[src/common/scsc_regs.svh]
// register offsets, field positions and reset values of the clock select block
// assumes an APB slave with 32-bit data, one aligned word per register
`ifndef SCSC_REGS_SVH
`define SCSC_REGS_SVH
// --------------------------------------------------------------------------
// register indices and byte addresses
// --------------------------------------------------------------------------
`define SCSC_IDX_CLOCK_CONTROL 12'h0D8
`define SCSC_IDX_FAST_RC_TRIM 12'h0F7
`define SCSC_IDX_AUX_CONTROL 12'h0F8
`define SCSC_ADDR_CLOCK_CONTROL 12'h360
`define SCSC_ADDR_FAST_RC_TRIM 12'h3DC
`define SCSC_ADDR_AUX_CONTROL 12'h3E0
// --------------------------------------------------------------------------
// field positions
// --------------------------------------------------------------------------
`define SCSC_BIT_FAST_SOURCE_SEL 7
`define SCSC_BIT_FAST_SUB_SEL 6
`define SCSC_BIT_SYS_CLOCK_SEL 5
`define SCSC_BIT_SLOW_SOURCE_SEL 4
`define SCSC_BIT_HALT_FAST_SUB 3
`define SCSC_BIT_HALT_RESFREQ 1
`define SCSC_TRIM_W 5
// --------------------------------------------------------------------------
// reset values
// --------------------------------------------------------------------------
`define SCSC_CLOCK_CONTROL_RST 8'h05
`define SCSC_PRESCALE_DIV1 3'h5
`define SCSC_PRESCALE_MAX_CNT 5'h1F
`define SCSC_TRIM_RST 5'h00
`endif

[src/common/scsc_pkg.sv]
// types of the clock select block
// assumes scsc_regs.svh supplies the numeric constants
package scsc_pkg;
    // ----------------------------------------------------------------------
    // clock control register layout
    // ----------------------------------------------------------------------
    typedef struct packed {
        logic fast_source_sel;
        logic fast_sub_sel;
        logic sys_clock_sel;
        logic slow_source_sel;
        logic halt_fast_sub;
        logic [2:0] system_clock_prescale;
    } scsc_cc_t;
    // ----------------------------------------------------------------------
    // clock source currently driving the system clock
    // ----------------------------------------------------------------------
    typedef enum logic [2:0] {
        SCSC_SRC_SLOW_RC = 3'b000,
        SCSC_SRC_SLOW_XTAL = 3'b001,
        SCSC_SRC_FAST_RC = 3'b010,
        SCSC_SRC_FAST_XTAL = 3'b011,
        SCSC_SRC_RESFREQ = 3'b100
    } scsc_src_t;
    // ----------------------------------------------------------------------
    // oscillator control carrier
    // ----------------------------------------------------------------------
    typedef struct packed {
        logic fast_rc_en;
        logic fast_xtal_en;
        logic resfreq_en;
        logic fast_xtal_pins;
        logic slow_xtal_pins;
    } scsc_osc_t;
    // ----------------------------------------------------------------------
    // whole module state
    // ----------------------------------------------------------------------
    typedef struct packed {
        scsc_cc_t cc;
        logic [4:0] trim;
        logic trim_loaded;
        logic halt_resfreq;
        scsc_osc_t osc;
        scsc_src_t src_act;
        logic [2:0] psc_act;
        logic [4:0] cnt;
        logic tick;
        logic pready;
        logic pslverr;
        logic [31:0] prdata;
    } scsc_state_t;
endpackage : scsc_pkg

[src/scsc_top.sv]
// clock source selection, oscillator gating, prescaler and fast rc trim
// assumes an APB master on CLK_I and the trim word from flash on TRIM_CFG_I
//
// How it works
// RL1: bit 7 picks fast source: 0 fast sub-clock, 1 resistance-frequency osc.
// RL2: fast source select only accepts writes while system clock select is zero.
// RL3: bit 6 picks fast rc (0) or fast crystal (1) using its pins.
// RL4: fast sub-clock select writes are ignored during fast operation.
// RL5: bit 5 selects system clock: 0 slow clock, 1 chosen fast clock.
// RL6: system clock select changes only when fast halt is zero or source is 1.
// RL7: bit 4 picks slow rc or slow crystal; changes only in fast mode.
// RL8: bit 3 halts fast oscillators; writable only in slow or resfreq mode.
// RL9: prescale codes 000 to 101 divide by 32, 16, 8, 4, 2, 1.
// RL10: prescaler resets to 101; other clock control bits reset to zero.
// RL11: 5-bit trim tunes fast rc: 00h centre, 0Fh highest, 10h lowest.
// RL12: trim comes from the flash configuration word; fast rc nominal 7.3728 MHz.
// RL13: auxiliary bit 1 stops the resistance-frequency osc; clearing restarts it.
// RL14: blocked writes keep the old bit; source switches without runt pulses.
`include "scsc_regs.svh"

module scsc_top (
    // clock and reset
    input wire logic CLK_I,
    input wire logic RST_N_I,
    // apb slave
    input wire logic [11:0] PADDR_I,
    input wire logic PSEL_I,
    input wire logic PENABLE_I,
    input wire logic PWRITE_I,
    input wire logic [31:0] PWDATA_I,
    input wire logic [3:0] PSTRB_I,
    output logic [31:0] PRDATA_O,
    output logic PREADY_O,
    output logic PSLVERR_O,
    // flash configuration
    input wire logic [4:0] TRIM_CFG_I,
    // oscillator control
    output logic FAST_RC_EN_O,
    output logic FAST_XTAL_EN_O,
    output logic RESFREQ_EN_O,
    output logic FAST_XTAL_PINS_O,
    output logic SLOW_XTAL_PINS_O,
    output logic [4:0] FAST_OSC_TRIM_O,
    // system clock
    output logic [2:0] SRC_SEL_O,
    output logic [2:0] PRESCALE_O,
    output logic SYSTEM_CLOCK_TICK_O
);

    scsc_pkg::scsc_state_t st_reg;
    scsc_pkg::scsc_state_t st_next;

    // ----------------------------------------------------------------------
    // bus decode
    // ----------------------------------------------------------------------
    logic acc_first;
    logic acc_commit;
    logic hit_cc;
    logic hit_trim;
    logic hit_aux;
    logic wr_lane;

    assign acc_first = PSEL_I && PENABLE_I && !st_reg.pready;
    assign acc_commit = PSEL_I && PENABLE_I && st_reg.pready;
    assign hit_cc = (PADDR_I == `SCSC_ADDR_CLOCK_CONTROL);
    assign hit_trim = (PADDR_I == `SCSC_ADDR_FAST_RC_TRIM);
    assign hit_aux = (PADDR_I == `SCSC_ADDR_AUX_CONTROL);
    assign wr_lane = acc_commit && PWRITE_I && PSTRB_I[0];

    // ----------------------------------------------------------------------
    // next state
    // ----------------------------------------------------------------------
    scsc_pkg::scsc_cc_t wcc;
    scsc_pkg::scsc_src_t src_target;
    logic fast_mode;
    logic resfreq_mode;

    assign wcc = scsc_pkg::scsc_cc_t'(PWDATA_I[7:0]);
    assign fast_mode = st_reg.cc.sys_clock_sel;
    assign resfreq_mode = st_reg.cc.fast_source_sel;

    always_comb
    begin
        st_next = st_reg;
        // source the system clock should run from
        if (!st_reg.cc.sys_clock_sel) //RL5
        begin
            src_target = st_reg.cc.slow_source_sel ? scsc_pkg::SCSC_SRC_SLOW_XTAL
                                                   : scsc_pkg::SCSC_SRC_SLOW_RC;
        end
        else if (st_reg.cc.fast_source_sel) //RL1
        begin
            src_target = scsc_pkg::SCSC_SRC_RESFREQ;
        end
        else if (st_reg.cc.fast_sub_sel) //RL3
        begin
            src_target = scsc_pkg::SCSC_SRC_FAST_XTAL;
        end
        else
        begin
            src_target = scsc_pkg::SCSC_SRC_FAST_RC;
        end

        // apb answer one cycle into the access phase
        st_next.pready = acc_first;
        if (acc_first)
        begin
            st_next.pslverr = !(hit_cc || hit_trim || hit_aux);
            st_next.prdata = 32'h0000_0000;
            if (hit_cc)
            begin
                st_next.prdata[7:0] = st_reg.cc;
            end
            else if (hit_trim)
            begin
                st_next.prdata[4:0] = st_reg.trim; //RL11
            end
            else if (hit_aux)
            begin
                st_next.prdata[`SCSC_BIT_HALT_RESFREQ] = st_reg.halt_resfreq;
            end
        end
        else
        begin
            st_next.pslverr = 1'b0;
        end

        // guarded clock control writes, blocked bits keep their value
        if (wr_lane && hit_cc)
        begin
            if (!fast_mode) //RL2 RL14
            begin
                st_next.cc.fast_source_sel = wcc.fast_source_sel;
                st_next.cc.fast_sub_sel = wcc.fast_sub_sel; //RL4
            end
            if (!st_reg.cc.halt_fast_sub || resfreq_mode) //RL6
            begin
                st_next.cc.sys_clock_sel = wcc.sys_clock_sel;
            end
            if (fast_mode) //RL7
            begin
                st_next.cc.slow_source_sel = wcc.slow_source_sel;
            end
            if (!fast_mode || resfreq_mode) //RL8
            begin
                st_next.cc.halt_fast_sub = wcc.halt_fast_sub;
            end
            st_next.cc.system_clock_prescale = wcc.system_clock_prescale; //RL9
        end

        // trim: flash value after reset, then software
        if (!st_reg.trim_loaded)
        begin
            st_next.trim = TRIM_CFG_I; //RL12
            st_next.trim_loaded = 1'b1;
        end
        else if (wr_lane && hit_trim)
        begin
            st_next.trim = PWDATA_I[4:0]; //RL11
        end

        if (wr_lane && hit_aux)
        begin
            st_next.halt_resfreq = PWDATA_I[`SCSC_BIT_HALT_RESFREQ]; //RL13
        end

        // oscillator gating follows the register contents
        st_next.osc.fast_rc_en = !st_next.cc.halt_fast_sub && !st_next.cc.fast_sub_sel; //RL8
        st_next.osc.fast_xtal_en = !st_next.cc.halt_fast_sub && st_next.cc.fast_sub_sel;
        st_next.osc.fast_xtal_pins = st_next.cc.fast_sub_sel; //RL3
        st_next.osc.slow_xtal_pins = st_next.cc.slow_source_sel; //RL7
        st_next.osc.resfreq_en = !st_next.halt_resfreq; //RL13

        // divider; source and divisor change only at a period boundary
        st_next.tick = (st_reg.cnt == 5'h00);
        if (st_reg.cnt == 5'h00)
        begin
            st_next.src_act = src_target; //RL14
            st_next.psc_act = st_reg.cc.system_clock_prescale;
            st_next.cnt = `SCSC_PRESCALE_MAX_CNT >> st_reg.cc.system_clock_prescale; //RL9
        end
        else
        begin
            st_next.cnt = st_reg.cnt - 5'h01;
        end
    end

    always_ff @(posedge CLK_I)
    begin
        if (!RST_N_I)
        begin
            st_reg.cc <= scsc_pkg::scsc_cc_t'(`SCSC_CLOCK_CONTROL_RST); //RL10
            st_reg.trim <= `SCSC_TRIM_RST;
            st_reg.trim_loaded <= 1'b0;
            st_reg.halt_resfreq <= 1'b0;
            st_reg.osc <= 5'b00100;
            st_reg.src_act <= scsc_pkg::SCSC_SRC_SLOW_RC;
            st_reg.psc_act <= `SCSC_PRESCALE_DIV1;
            st_reg.cnt <= 5'h00;
            st_reg.tick <= 1'b0;
            st_reg.pready <= 1'b0;
            st_reg.pslverr <= 1'b0;
            st_reg.prdata <= 32'h0000_0000;
        end
        else
        begin
            st_reg <= st_next;
        end
    end

    // ----------------------------------------------------------------------
    // outputs
    // ----------------------------------------------------------------------
    assign PRDATA_O = st_reg.prdata;
    assign PREADY_O = st_reg.pready;
    assign PSLVERR_O = st_reg.pslverr;
    assign FAST_RC_EN_O = st_reg.osc.fast_rc_en;
    assign FAST_XTAL_EN_O = st_reg.osc.fast_xtal_en;
    assign RESFREQ_EN_O = st_reg.osc.resfreq_en;
    assign FAST_XTAL_PINS_O = st_reg.osc.fast_xtal_pins;
    assign SLOW_XTAL_PINS_O = st_reg.osc.slow_xtal_pins;
    assign FAST_OSC_TRIM_O = st_reg.trim;
    assign SRC_SEL_O = st_reg.src_act;
    assign PRESCALE_O = st_reg.psc_act;
    assign SYSTEM_CLOCK_TICK_O = st_reg.tick;

    // ----------------------------------------------------------------------
    // assertions
    // ----------------------------------------------------------------------
    a_fast_sel_lock: assert property (@(posedge CLK_I) disable iff (!RST_N_I) //RL2
        $past(st_reg.cc.sys_clock_sel) && st_reg.cc.sys_clock_sel
        |-> $stable(st_reg.cc.fast_source_sel))
        else $error("fast source select changed in fast mode");

    a_fast_sub_lock: assert property (@(posedge CLK_I) disable iff (!RST_N_I) //RL4
        $past(st_reg.cc.sys_clock_sel) |-> $stable(st_reg.cc.fast_sub_sel))
        else $error("fast sub select changed in fast mode");

    a_sys_sel_lock: assert property (@(posedge CLK_I) disable iff (!RST_N_I) //RL6
        $past(st_reg.cc.halt_fast_sub && !st_reg.cc.fast_source_sel)
        |-> $stable(st_reg.cc.sys_clock_sel))
        else $error("system clock select changed while fast clock halted");

    a_slow_type_lock: assert property (@(posedge CLK_I) disable iff (!RST_N_I) //RL7
        !$past(st_reg.cc.sys_clock_sel) |-> $stable(st_reg.cc.slow_source_sel))
        else $error("slow source select changed in slow mode");

    a_halt_lock: assert property (@(posedge CLK_I) disable iff (!RST_N_I) //RL8
        $past(st_reg.cc.sys_clock_sel && !st_reg.cc.fast_source_sel)
        |-> $stable(st_reg.cc.halt_fast_sub))
        else $error("fast halt changed in fast sub-clock mode");

    a_halt_gates: assert property (@(posedge CLK_I) disable iff (!RST_N_I) //RL8
        st_reg.cc.halt_fast_sub ##1 st_reg.cc.halt_fast_sub
        |-> !FAST_RC_EN_O && !FAST_XTAL_EN_O)
        else $error("fast oscillator running while halted");

    a_reset_value: assert property (@(posedge CLK_I) //RL10
        $rose(RST_N_I) |-> PRESCALE_O == 3'h5 && st_reg.cc == 8'h05)
        else $error("clock control not at reset value");

    a_trim_load: assert property (@(posedge CLK_I) disable iff (!RST_N_I) //RL12
        $rose(RST_N_I) |=> FAST_OSC_TRIM_O == $past(TRIM_CFG_I))
        else $error("trim not loaded from configuration word");

    a_resfreq_stop: assert property (@(posedge CLK_I) disable iff (!RST_N_I) //RL13
        wr_lane && hit_aux ##1 1'b1 |-> RESFREQ_EN_O == !$past(PWDATA_I[1]))
        else $error("resistance-frequency enable does not follow its stop bit");

    a_div1_tick: assert property (@(posedge CLK_I) disable iff (!RST_N_I) //RL9
        PRESCALE_O == 3'h5 ##1 PRESCALE_O == 3'h5 |-> SYSTEM_CLOCK_TICK_O)
        else $error("undivided clock missed a tick");

    a_div32_gap: assert property (@(posedge CLK_I) disable iff (!RST_N_I) //RL9
        $rose(SYSTEM_CLOCK_TICK_O) && PRESCALE_O == 3'h0 |=> !SYSTEM_CLOCK_TICK_O [*8])
        else $error("divide by 32 ticked too early");

    a_no_runt: assert property (@(posedge CLK_I) disable iff (!RST_N_I) //RL14
        $changed(SRC_SEL_O) |-> SYSTEM_CLOCK_TICK_O)
        else $error("source switched inside a clock period");

    a_apb_wait: assert property (@(posedge CLK_I) disable iff (!RST_N_I)
        PSEL_I && PENABLE_I && !PREADY_O |=> PREADY_O ##1 !PREADY_O)
        else $error("apb answer not one wait state");

    a_rc_running: assert property (@(posedge CLK_I) disable iff (!RST_N_I) //RL3
        st_reg.trim_loaded && !st_reg.cc.halt_fast_sub && !st_reg.cc.fast_sub_sel
        |-> FAST_RC_EN_O && !FAST_XTAL_EN_O)
        else $error("fast rc not running while selected");

    a_xtal_pins: assert property (@(posedge CLK_I) disable iff (!RST_N_I) //RL3
        FAST_XTAL_PINS_O == st_reg.cc.fast_sub_sel)
        else $error("fast crystal pins disagree with sub-clock select");

    a_slow_pins: assert property (@(posedge CLK_I) disable iff (!RST_N_I) //RL7
        SLOW_XTAL_PINS_O == st_reg.cc.slow_source_sel)
        else $error("slow crystal pins disagree with slow source select");

    a_resfreq_src: assert property (@(posedge CLK_I) disable iff (!RST_N_I) //RL1
        st_reg.cnt == 5'h00 && st_reg.cc.sys_clock_sel && st_reg.cc.fast_source_sel
        |=> SRC_SEL_O == 3'b100)
        else $error("resistance-frequency source not taken");

    a_slow_src: assert property (@(posedge CLK_I) disable iff (!RST_N_I) //RL5
        st_reg.cnt == 5'h00 && !st_reg.cc.sys_clock_sel |=> SRC_SEL_O[2:1] == 2'b00)
        else $error("slow clock not taken");

    a_fast_sub_src: assert property (@(posedge CLK_I) disable iff (!RST_N_I) //RL3
        st_reg.cnt == 5'h00 && st_reg.cc.sys_clock_sel && !st_reg.cc.fast_source_sel
        |=> SRC_SEL_O == {2'b01, $past(st_reg.cc.fast_sub_sel)})
        else $error("fast sub-clock not taken");

    a_prescale_write: assert property (@(posedge CLK_I) disable iff (!RST_N_I) //RL9
        wr_lane && hit_cc |=> st_reg.cc.system_clock_prescale == $past(PWDATA_I[2:0]))
        else $error("prescale write lost");

    a_div2_period: assert property (@(posedge CLK_I) disable iff (!RST_N_I) //RL9
        $rose(SYSTEM_CLOCK_TICK_O) && PRESCALE_O == 3'h4 |=> !SYSTEM_CLOCK_TICK_O ##1 SYSTEM_CLOCK_TICK_O)
        else $error("divide by 2 period wrong");

    a_trim_write: assert property (@(posedge CLK_I) disable iff (!RST_N_I) //RL11
        st_reg.trim_loaded && wr_lane && hit_trim |=> FAST_OSC_TRIM_O == $past(PWDATA_I[4:0]))
        else $error("trim write lost");

    a_err_pair: assert property (@(posedge CLK_I) disable iff (!RST_N_I)
        PSLVERR_O |-> PREADY_O)
        else $error("slave error outside the answer cycle");

    c_to_fast: cover property (@(posedge CLK_I) disable iff (!RST_N_I)
        $rose(st_reg.cc.sys_clock_sel));
    c_resfreq: cover property (@(posedge CLK_I) disable iff (!RST_N_I)
        SRC_SEL_O == 3'b100);
    c_psc_change: cover property (@(posedge CLK_I) disable iff (!RST_N_I)
        $changed(PRESCALE_O));
    c_blocked_wr: cover property (@(posedge CLK_I) disable iff (!RST_N_I)
        wr_lane && hit_cc && fast_mode && wcc.fast_sub_sel != st_reg.cc.fast_sub_sel);
    c_div32_tick: cover property (@(posedge CLK_I) disable iff (!RST_N_I)
        $rose(SYSTEM_CLOCK_TICK_O) && PRESCALE_O == 3'h0);

endmodule : scsc_top
[config.mk]
export PLATFORM = sky130hd
export DESIGN_NAME = scsc_top
export DESIGN_NICKNAME = d
export VERILOG_FILES = /design/src/common/scsc_pkg.sv /design/src/scsc_top.sv
export VERILOG_INCLUDE_DIRS = /design/src /design/src/common
export SDC_FILE = /design/constraint.sdc
export NUM_CORES = 1
export LEC_CHECK = 0
export BUFFER_PORTS_ARGS = -buffer_cell sky130_fd_sc_hd__buf_2
export CAP_MARGIN = 25
export CORE_UTILIZATION = 50
export CTS_BUF_LIST = sky130_fd_sc_hd__clkbuf_8
export DETAILED_ROUTE_END_ITERATION = 6
export HOLD_SLACK_MARGIN = 0.1
export PLACE_DENSITY = 0.83
export SYNTH_ARGS = -nofsm -noshare
export SYNTH_HDL_FRONTEND = slang
export SYNTH_SLANG_ARGS = --single-unit
[constraint.sdc]
create_clock -name CLK_I -period 2.9 [get_ports CLK_I]
set_input_delay 0.58 -clock CLK_I [delete_from_list [all_inputs] [get_ports CLK_I]]
set_output_delay 0.58 -clock CLK_I [all_outputs]
set_load 0.005 [all_outputs]
Yosys cells after proc, flatten, opt, wreduce, memory -nomap -nowiden
Index checks and enable logic that the tools add are counted.

storage, ports and cells
  logic and storage cells = 74
  input port bits = 58
  bits in registers = 40
  output and inout bits = 51

cells by class
  mux-type cells = 23
  add/subtract/negate cells = 1
  reductions and logical operators = 25
  equality and inequality tests = 4
  shift operators = 1
  bitwise logic cells = 1

operator list
  operator                                                                 count
  53-bit 2-to-1 mux                                                        1
  12-bit by 10-bit equality test with 1-bit output, second input constant  3
  5-bit 2-to-1 mux                                                         4
  3-bit 2-to-1 mux                                                         4
  1-bit 2-to-1 mux                                                         11
  1-bit logical AND                                                        10
  8-bit 2-to-1 mux                                                         1
  1-bit logical NOT                                                        7
  7-bit 2-to-1 mux                                                         1
  6-bit 2-to-1 mux                                                         1
  2-bit AND reduction                                                      3
  5-bit logical NOT                                                        1
  5-bit by 3-bit right shift with 5-bit output, first input constant       1
  5-bit by 1-bit subtractor with 5-bit output, second input constant       1
  1-bit logical OR                                                         4
  2-bit by 1-bit inequality test with 1-bit output, second input constant  1
  1-bit inverter                                                           1

Logic depth before layout (Yosys ltp)
Gate-level depths: netlist of the first run.

  word-level depth = 9
  gate-level depth with buffers = 7
  depth with buffers taken out = 6

Worst setup path before layout of the first run
OpenSTA, ideal clock, no wires.

  kind = input port to flip-flop
  from = input PADDR_I[10]
  to = register st_reg (netlist bit FAST_OSC_TRIM_O[0])
  data required time = 2828 ps
  data arrival time = 1625 ps
  path slack = 1203 ps
  buffers on the path = 0
  stages on the path = 4
  library setup time = 72 ps
  cell sequence = and4bb_2 nand3_4 o31ai_4 mux2i_1

on the way
  cells in the longest elaborated chain, start to end = 3

ends and longest elaborated chain
  what                                                               line             source
  start, declared                                                    scsc_top.sv:26   input wire logic [11:0] PADDR_I,
  12-bit by 10-bit equality test with 1-bit output (no source line)  --
  1-bit logical AND                                                  scsc_top.sv:157  else if (wr_lane && hit_trim)
  2-bit by 1-bit inequality test with 1-bit output (no source line)  --
  end signal, assigned                                               scsc_top.sv:207  st_reg <= st_next;
  end, declared                                                      scsc_top.sv:50   scsc_pkg::scsc_state_t st_reg;

Every way passes these cells.
A chain may end at the register's enable or synchronous reset.

Final worst setup path of the first run
  from = register st_reg[35] in the netlist's numbering
  to = register st_reg[39] in the netlist's numbering

on the way
  cells in the longest elaborated chain, start to end = 2
  elaborated cells between the ends (all ways) = 3
  those cells by class = 1 x add/sub; 1 x mux; 1 x reduce/logical

ends and longest elaborated chain
  what                                                                                     line                              source
  5-bit by 1-bit subtractor with 5-bit output / 5-bit logical NOT (equally long branches)  scsc_top.sv:184, scsc_top.sv:176
  5-bit 2-to-1 mux (*)                                                                     scsc_top.sv:176                   if (st_reg.cnt == 5'h00)

Every way passes the cells marked *; elsewhere a longest branch is shown, timed or not.

==> results of run 1 <==
## power breakdown
| group | switching (uW) | total (uW) | internal [uW] |
|---|---|---|---|
| sequential | 41.8 | 652 | 610 |
| clock | 198 | 366 | 168 |
| combinational | 180 | 328 | 149 |
## worst max-delay path, cell delays in order (launching register included)
cell and delay (ns):
dfxtp_1 0.34, inv_1 0.06, ha_1 0.22, or4b_1 0.69
nor4_1 0.27, a21oi_1 0.07, nor2_1 0.08
## logic make-up after synthesis
kind of cell / after synthesis / share of synthesized area
other: 1 / 0.00169
XOR/XNOR: 2 / 0.00791
AND/OR/NAND/NOR: 89 / 0.253
buffers and inverters: 59 / 0.181
multiplexers: 5 / 0.0226
AO/OA/AOI/OAI: 54 / 0.167
adder cells (fa/ha/maj): 1 / 0.00565
flip-flops: 40 / 0.361
## layout make-up
class / count / area [um2] / share of cell area
Sequential cell: 40 / 801 / 0.338
Tap cell: 50 / 62.6 / 0.0264
Inverter: 6 / 22.5 / 0.00951
Timing Repair Buffer: 58 / 293 / 0.124
Multi-Input combinational cell: 175 / 1100 / 0.465
Clock buffer: 5 / 68.8 / 0.0291
Clock inverter: 3 / 18.8 / 0.00793
## worst paths after layout
check                            startpoint                         to  cells after the start
setup / recovery      st_reg[35]$_SDFF_PN0_      st_reg[39]$_SDFF_PN0_                      6
hold / removal    SRC_SEL_O[2]$_SDFFE_PN0P_  SRC_SEL_O[2]$_SDFFE_PN0P_                      2
hold reg to reg   SRC_SEL_O[2]$_SDFFE_PN0P_  SRC_SEL_O[2]$_SDFFE_PN0P_                      2
setup reg to reg      st_reg[35]$_SDFF_PN0_      st_reg[39]$_SDFF_PN0_                      6
## stage by stage
stage          power, uW  instance area (um2)   util  std cells  setup WS (ns)
6_report            1350                 2370  0.575        337           1.11
5_1_grt             1430                 2370  0.575        337          0.914
4_1_cts             1360                 2370  0.575        337           1.08
3_5_place_dp         997                 2280  0.554        329          0.942
3_3_place_gp         988                 2280  0.554        329          0.950
2_1_floorplan        975                 2300      -        274           1.20
## metal layers
| layer | vias up | wire length, um | GRT usage |
|---|---|---|---|
| met4 | 0 | 66 | 0.0859 |
| met5 | - | 0 | 0 |
| met2 | 86 | 2060 | 0.322 |
| li1 | 895 | - | - |
| met3 | 6 | 353 | 0.0510 |
| met1 | 832 | 1940 | 0.272 |
## placed cells by master, fill, tap and decap left out, drive strengths merged, types with 2 or more instances in the layout
master / netlist / routed
a211oi: 2 / 2
a21oi: 15 / 15
a221oi: 5 / 5
buf: 47 / 58
clkbuf: 6 / 5
clkinv: 0 / 3
conb: 1 / 24
dfxtp: 40 / 40
inv: 6 / 6
mux2i: 5 / 5
nand2: 19 / 19
nand2b: 6 / 6
nand3: 16 / 16
nand4: 5 / 5
nand4b: 3 / 3
nand4bb: 2 / 2
nor2: 20 / 20
nor3: 4 / 4
nor4: 2 / 2
nor4b: 4 / 4
o211ai: 5 / 5
o21a: 2 / 2
o21ai: 15 / 15
xnor2: 2 / 2
==> summary.txt, run 1 <==
Detailed routing
  • DR pass1 iterations: 4
  • DR vias: 1819
  • Iter 0 DRT Violations: 94
  • DRC: 0
  • WL final: 4420 um
  • Antenna viol nets, final: 0
  • WL/cell: 13.1 um
  • Vias per inst: 5.40

Setup path
  • Worst setup SP type: register
  • Crit end category: register
  • Worst path arrival time: 2.03 ns
  • Crit Path Max Fanout: 14
  • Critical path class: register to register
  • Reg2Reg Setup Slack: 1.11 ns
  • Required time of the critical path: 3.14 ns

Synth
  • Yosys top cell area share: 0.361
  • Post-Syn Area: 2220 um2
  • Number of synthesized flops with an enable pin: 0
  • Top-count cell post-synth: buf_4
  • Avg Cell Area, Syn: 8.83 um2
  • Netlist cell types: 52
  • Seq/Total Area, Yosys: 0.361
  • Synthesized flop and latch total: 40
  • Dominant cells by area after synthesis: dfxtp_1, buf_4, a21oi_1
  • Yosys top cell by area: dfxtp_1
  • Synth warn: 0
  • Most frequent cells after synthesis: buf_4, dfxtp_1, nor2_1, nand2_1
  • Async S/R FF share, synth: 0
  • Synth Instances: 251
  • Predominant post-synthesis flop cell: dfxtp_1

Place
  • HPWL Detailed: 3360 um
  • IO Port Bufs: 57
  • Routability cong.: 0.818

STA
  • Setup TNS Final: 0 ns
  • Final Hold Viols: 0
  • Max Clock Freq: 0.557 GHz
  • Hold WS: 0.457 ns
  • Setup repair after global routing missed its margin: false
  • Post-route minimum period: 1.79 ns
  • Relative slew slack: 0.529
  • Final Max Slew Viols: 0
  • Final setup vio count: 0
  • Worst Clk Skew: 0.00847 ns
  • Worst slew pin tran: 0.701 ns
  • Final Cycle Share: 0.619

Min path
  • Min-delay worst type: register to register

Layout
  • Fraction of layout cells with a size suffix above 1: 0.282
  • Count of inserted antenna diode cells: 0
  • Area added between synthesis and finish: 6.83%
  • NumNets Final: 345
  • Largest register FFs: 9
  • Layout filler cell count: 364

Die
  • Row cnt: 23
  • I/O pin count: 109
  • Die height: 68.6 um
  • Die Width: 68.6 um
  • Area of the die: 4700 um2
  • Initial Utilization: 0.538
  • Core Box Area: 4120 um2

GRT
  • Initial antenna violation count: 0
  • First-pass GRT wire length: 7170 um
  • Pin count of the biggest net entering global routing: 24
  • All-Layer GR Usage: 0.207
  • Vias in the first global route: 1525
  • Overflow after GRT: 0

Flow run
  • Max Cap Violations: 0

Power and ir drop
  • Max VDD drop: 275 uV
  • P per Cell Area: 569 nW/um2
  • Leakage: 0.00100 uW

Clock network
  • Max clock buf depth: 2
  • Root Driver: clkbuf_8
  • Post-CTS Hold Buffers: 0
  • Sink Count: 40
  • CTS tree: yes
  • Clock slew at reported path FFs: 0.08 ns
  • Resize count post-CTS: 0
  • Clk Latency, worst-skew pair: 0.30 ns
  • Total setup buffers inserted after CTS: 0
  • Num CTS Buffers: 5
  • H-tree Lvls: 2

Run status
  • Status: complete, no violations
No activity file was read; power rests on OpenSTA's default activity.
==> run 2: changes to the inputs <==
- CORE_UTILIZATION: 50 -> 48
- PLACE_DENSITY: 0.83 -> 0.8
- clock period: 2.9 -> 1.84 ns (I/O delays scaled with it)
==> run 2 against run 1 <==
  * Critical path depth unchanged
  * Clock skew fell by 0.0015 ns
  * Global-route usage is 0.69 points lower
  * Core utilization down 1.6 points
  * Largest cell class unchanged
  * Sequential share of layout area fell by 1.2 points
  * Wire length rose by 8.2%
  * Worst setup slack got worse by 0.93 ns
  * Critical path type unchanged
  * Sequential power grew 58%
  * Hold slack got worse by 0.18 ns
  * Register-to-register slack worse by 0.93 ns
  * Clock power up 61%
  * Largest power group unchanged
  * Sequential cell count is the same
==> summary.txt, run 2 (same netlist as run 1, synthesis figures left out) <==
Run status
  • Status: complete, no violations

Power and ir drop
  • P_int: 1550 uW
  • Part of the power in registers: 0.466
  • Clock power frac: 0.267
  • Max VDD drop: 301 uV
  • Switching portion of total power: 0.298
  • Leakage: 0.00106 uW
  • P per Cell Area: 901 nW/um2
  • Switch Pwr: 660 uW
  • Combinational power share: 0.267

Layout
  • Non-filler cells, final: 348
  • Count of inserted antenna diode cells: 0
  • NumNets Final: 354
  • Most common cell after layout, fill and taps aside: buf_2
  • Area added between synthesis and finish: 10.7%
  • Largest register FFs: 9
  • Fraction of layout cells with a size suffix above 1: 0.297
  • Commonest non-fill, non-tap cells in the layout: buf_2, dfxtp_1, conb_1

Clock network
  • Resize count post-CTS: 0
  • CTS tree: yes
  • Post-CTS Hold Buffers: 0
  • Clock slew at reported path FFs: 0.08 ns
  • Clk Latency, worst-skew pair: 0.30 ns
  • H-tree Lvls: 2
  • Max clock buf depth: 2
  • Num CTS Buffers: 5
  • Root Driver: clkbuf_8
  • Total setup buffers inserted after CTS: 0
  • Sink Count: 40

STA
  • Final Max Slew Viols: 0
  • Post-route minimum period: 1.67 ns
  • Final Hold Viols: 0
  • Setup repair after global routing missed its margin: false
  • Max Clock Freq: 0.600 GHz
  • Worst Clk Skew: 0.00697 ns
  • Final setup vio count: 0
  • Final Cycle Share: 0.905
  • Setup TNS Final: 0 ns

Setup path
  • Worst setup SP type: register
  • Critical path class: register to register
  • Required time of the critical path: 2.02 ns
  • Crit Path Max Fanout: 6
  • Crit end category: register
  • Worst path arrival time: 1.85 ns

Flow run
  • Max Cap Violations: 0

GRT
  • First-pass GRT wire length: 7850 um
  • Overflow after GRT: 0
  • All-Layer GR Usage: 0.200
  • Initial antenna violation count: 0
  • Vias in the first global route: 1705
  • Pin count of the biggest net entering global routing: 23

Detailed routing
  • Antenna viol nets, final: 0
  • Vias per inst: 5.38
  • DRC: 0
  • DR vias: 1873
  • Iter 0 DRT Violations: 109
  • WL/cell: 13.7 um
  • WL final: 4780 um
  • DR pass1 iterations: 4

Die
  • Core Box Area: 4380 um2
  • Area of the die: 4890 um2
  • Initial Utilization: 0.505
  • I/O pin count: 109
  • Die Width: 69.9 um
  • Row cnt: 24
  • Die height: 69.9 um

Place
  • Placed Cells: 340
  • HPWL Detailed: 3520 um
  • Routability cong.: 0.805
  • IO Port Bufs: 57

Min path
  • Min-delay worst type: input port to register
==> run 2: layout make-up <==
class,count,area [um2]
multi-input cells,175,1100
flip-flops and latches,40,801
fillers,404,1930
well taps,52,65.1
inverters,6,22.5
clock buffers,6,82.6
repair buffers,67,373
clock inverters,2,7.51
==> run 2: critical path, stage by stage, from the launching register on <==
cell,delay (ns)
dfxtp_1,0.33
inv_1,0.06
ha_1,0.22
or4b_1,0.56
buf_4,0.20
a21oi_1,0.14
nor2_1,0.05
==> run 2: routing by layer <==
layer	track usage	vias up	share of wire
li1	-	917	-
met1	0.247	880	0.43
met2	0.340	72	0.50
met3	0.0563	4	0.064
met4	0.0578	0	0.0061
met5	0	-	0
==> run 2: stage by stage <==
| step | power [uW] | util | worst slack [ns] | instance area (um2) | hold slack (ns) |
|---|---|---|---|---|---|
| after floorplan | 1540 | - | 0.299 | 2300 | 0.396 |
| after detailed placement | 1640 | 0.539 | 0.120 | 2360 | 0.440 |
| after CTS | 2230 | 0.559 | 0.175 | 2450 | 0.276 |
| after global routing | 2340 | 0.559 | 0.0285 | 2450 | 0.277 |
| after global placement | 1620 | 0.539 | 0.154 | 2360 | 0.430 |
| final | 2210 | 0.559 | 0.175 | 2450 | 0.281 |
==> run 2: worst paths after layout <==
check / start / to / slack [ns] / cells past startpoint
setup reg to reg: st_reg[35]$_SDFF_PN0_ / SRC_SEL_O[1]$_SDFFE_PN0P_ / 0.17 / 6
hold / removal: PWDATA_I[6] / FAST_RC_EN_O$_SDFF_PN0_ / 0.28 / 2
setup / recovery: st_reg[35]$_SDFF_PN0_ / SRC_SEL_O[1]$_SDFFE_PN0P_ / 0.17 / 6
hold reg to reg: PRESCALE_O[2]$_SDFFE_PN1P_ / PRESCALE_O[2]$_SDFFE_PN1P_ / 0.45 / 1
==> run 2: power groups by stage <==
stage,Clock [uW],Sequential (uW),Combinational (uW)
after floorplan,0,1030,504
after global routing,645,1040,657
after CTS,604,1030,594
after global placement,0,1050,577
final,590,1030,591
after detailed placement,0,1050,592
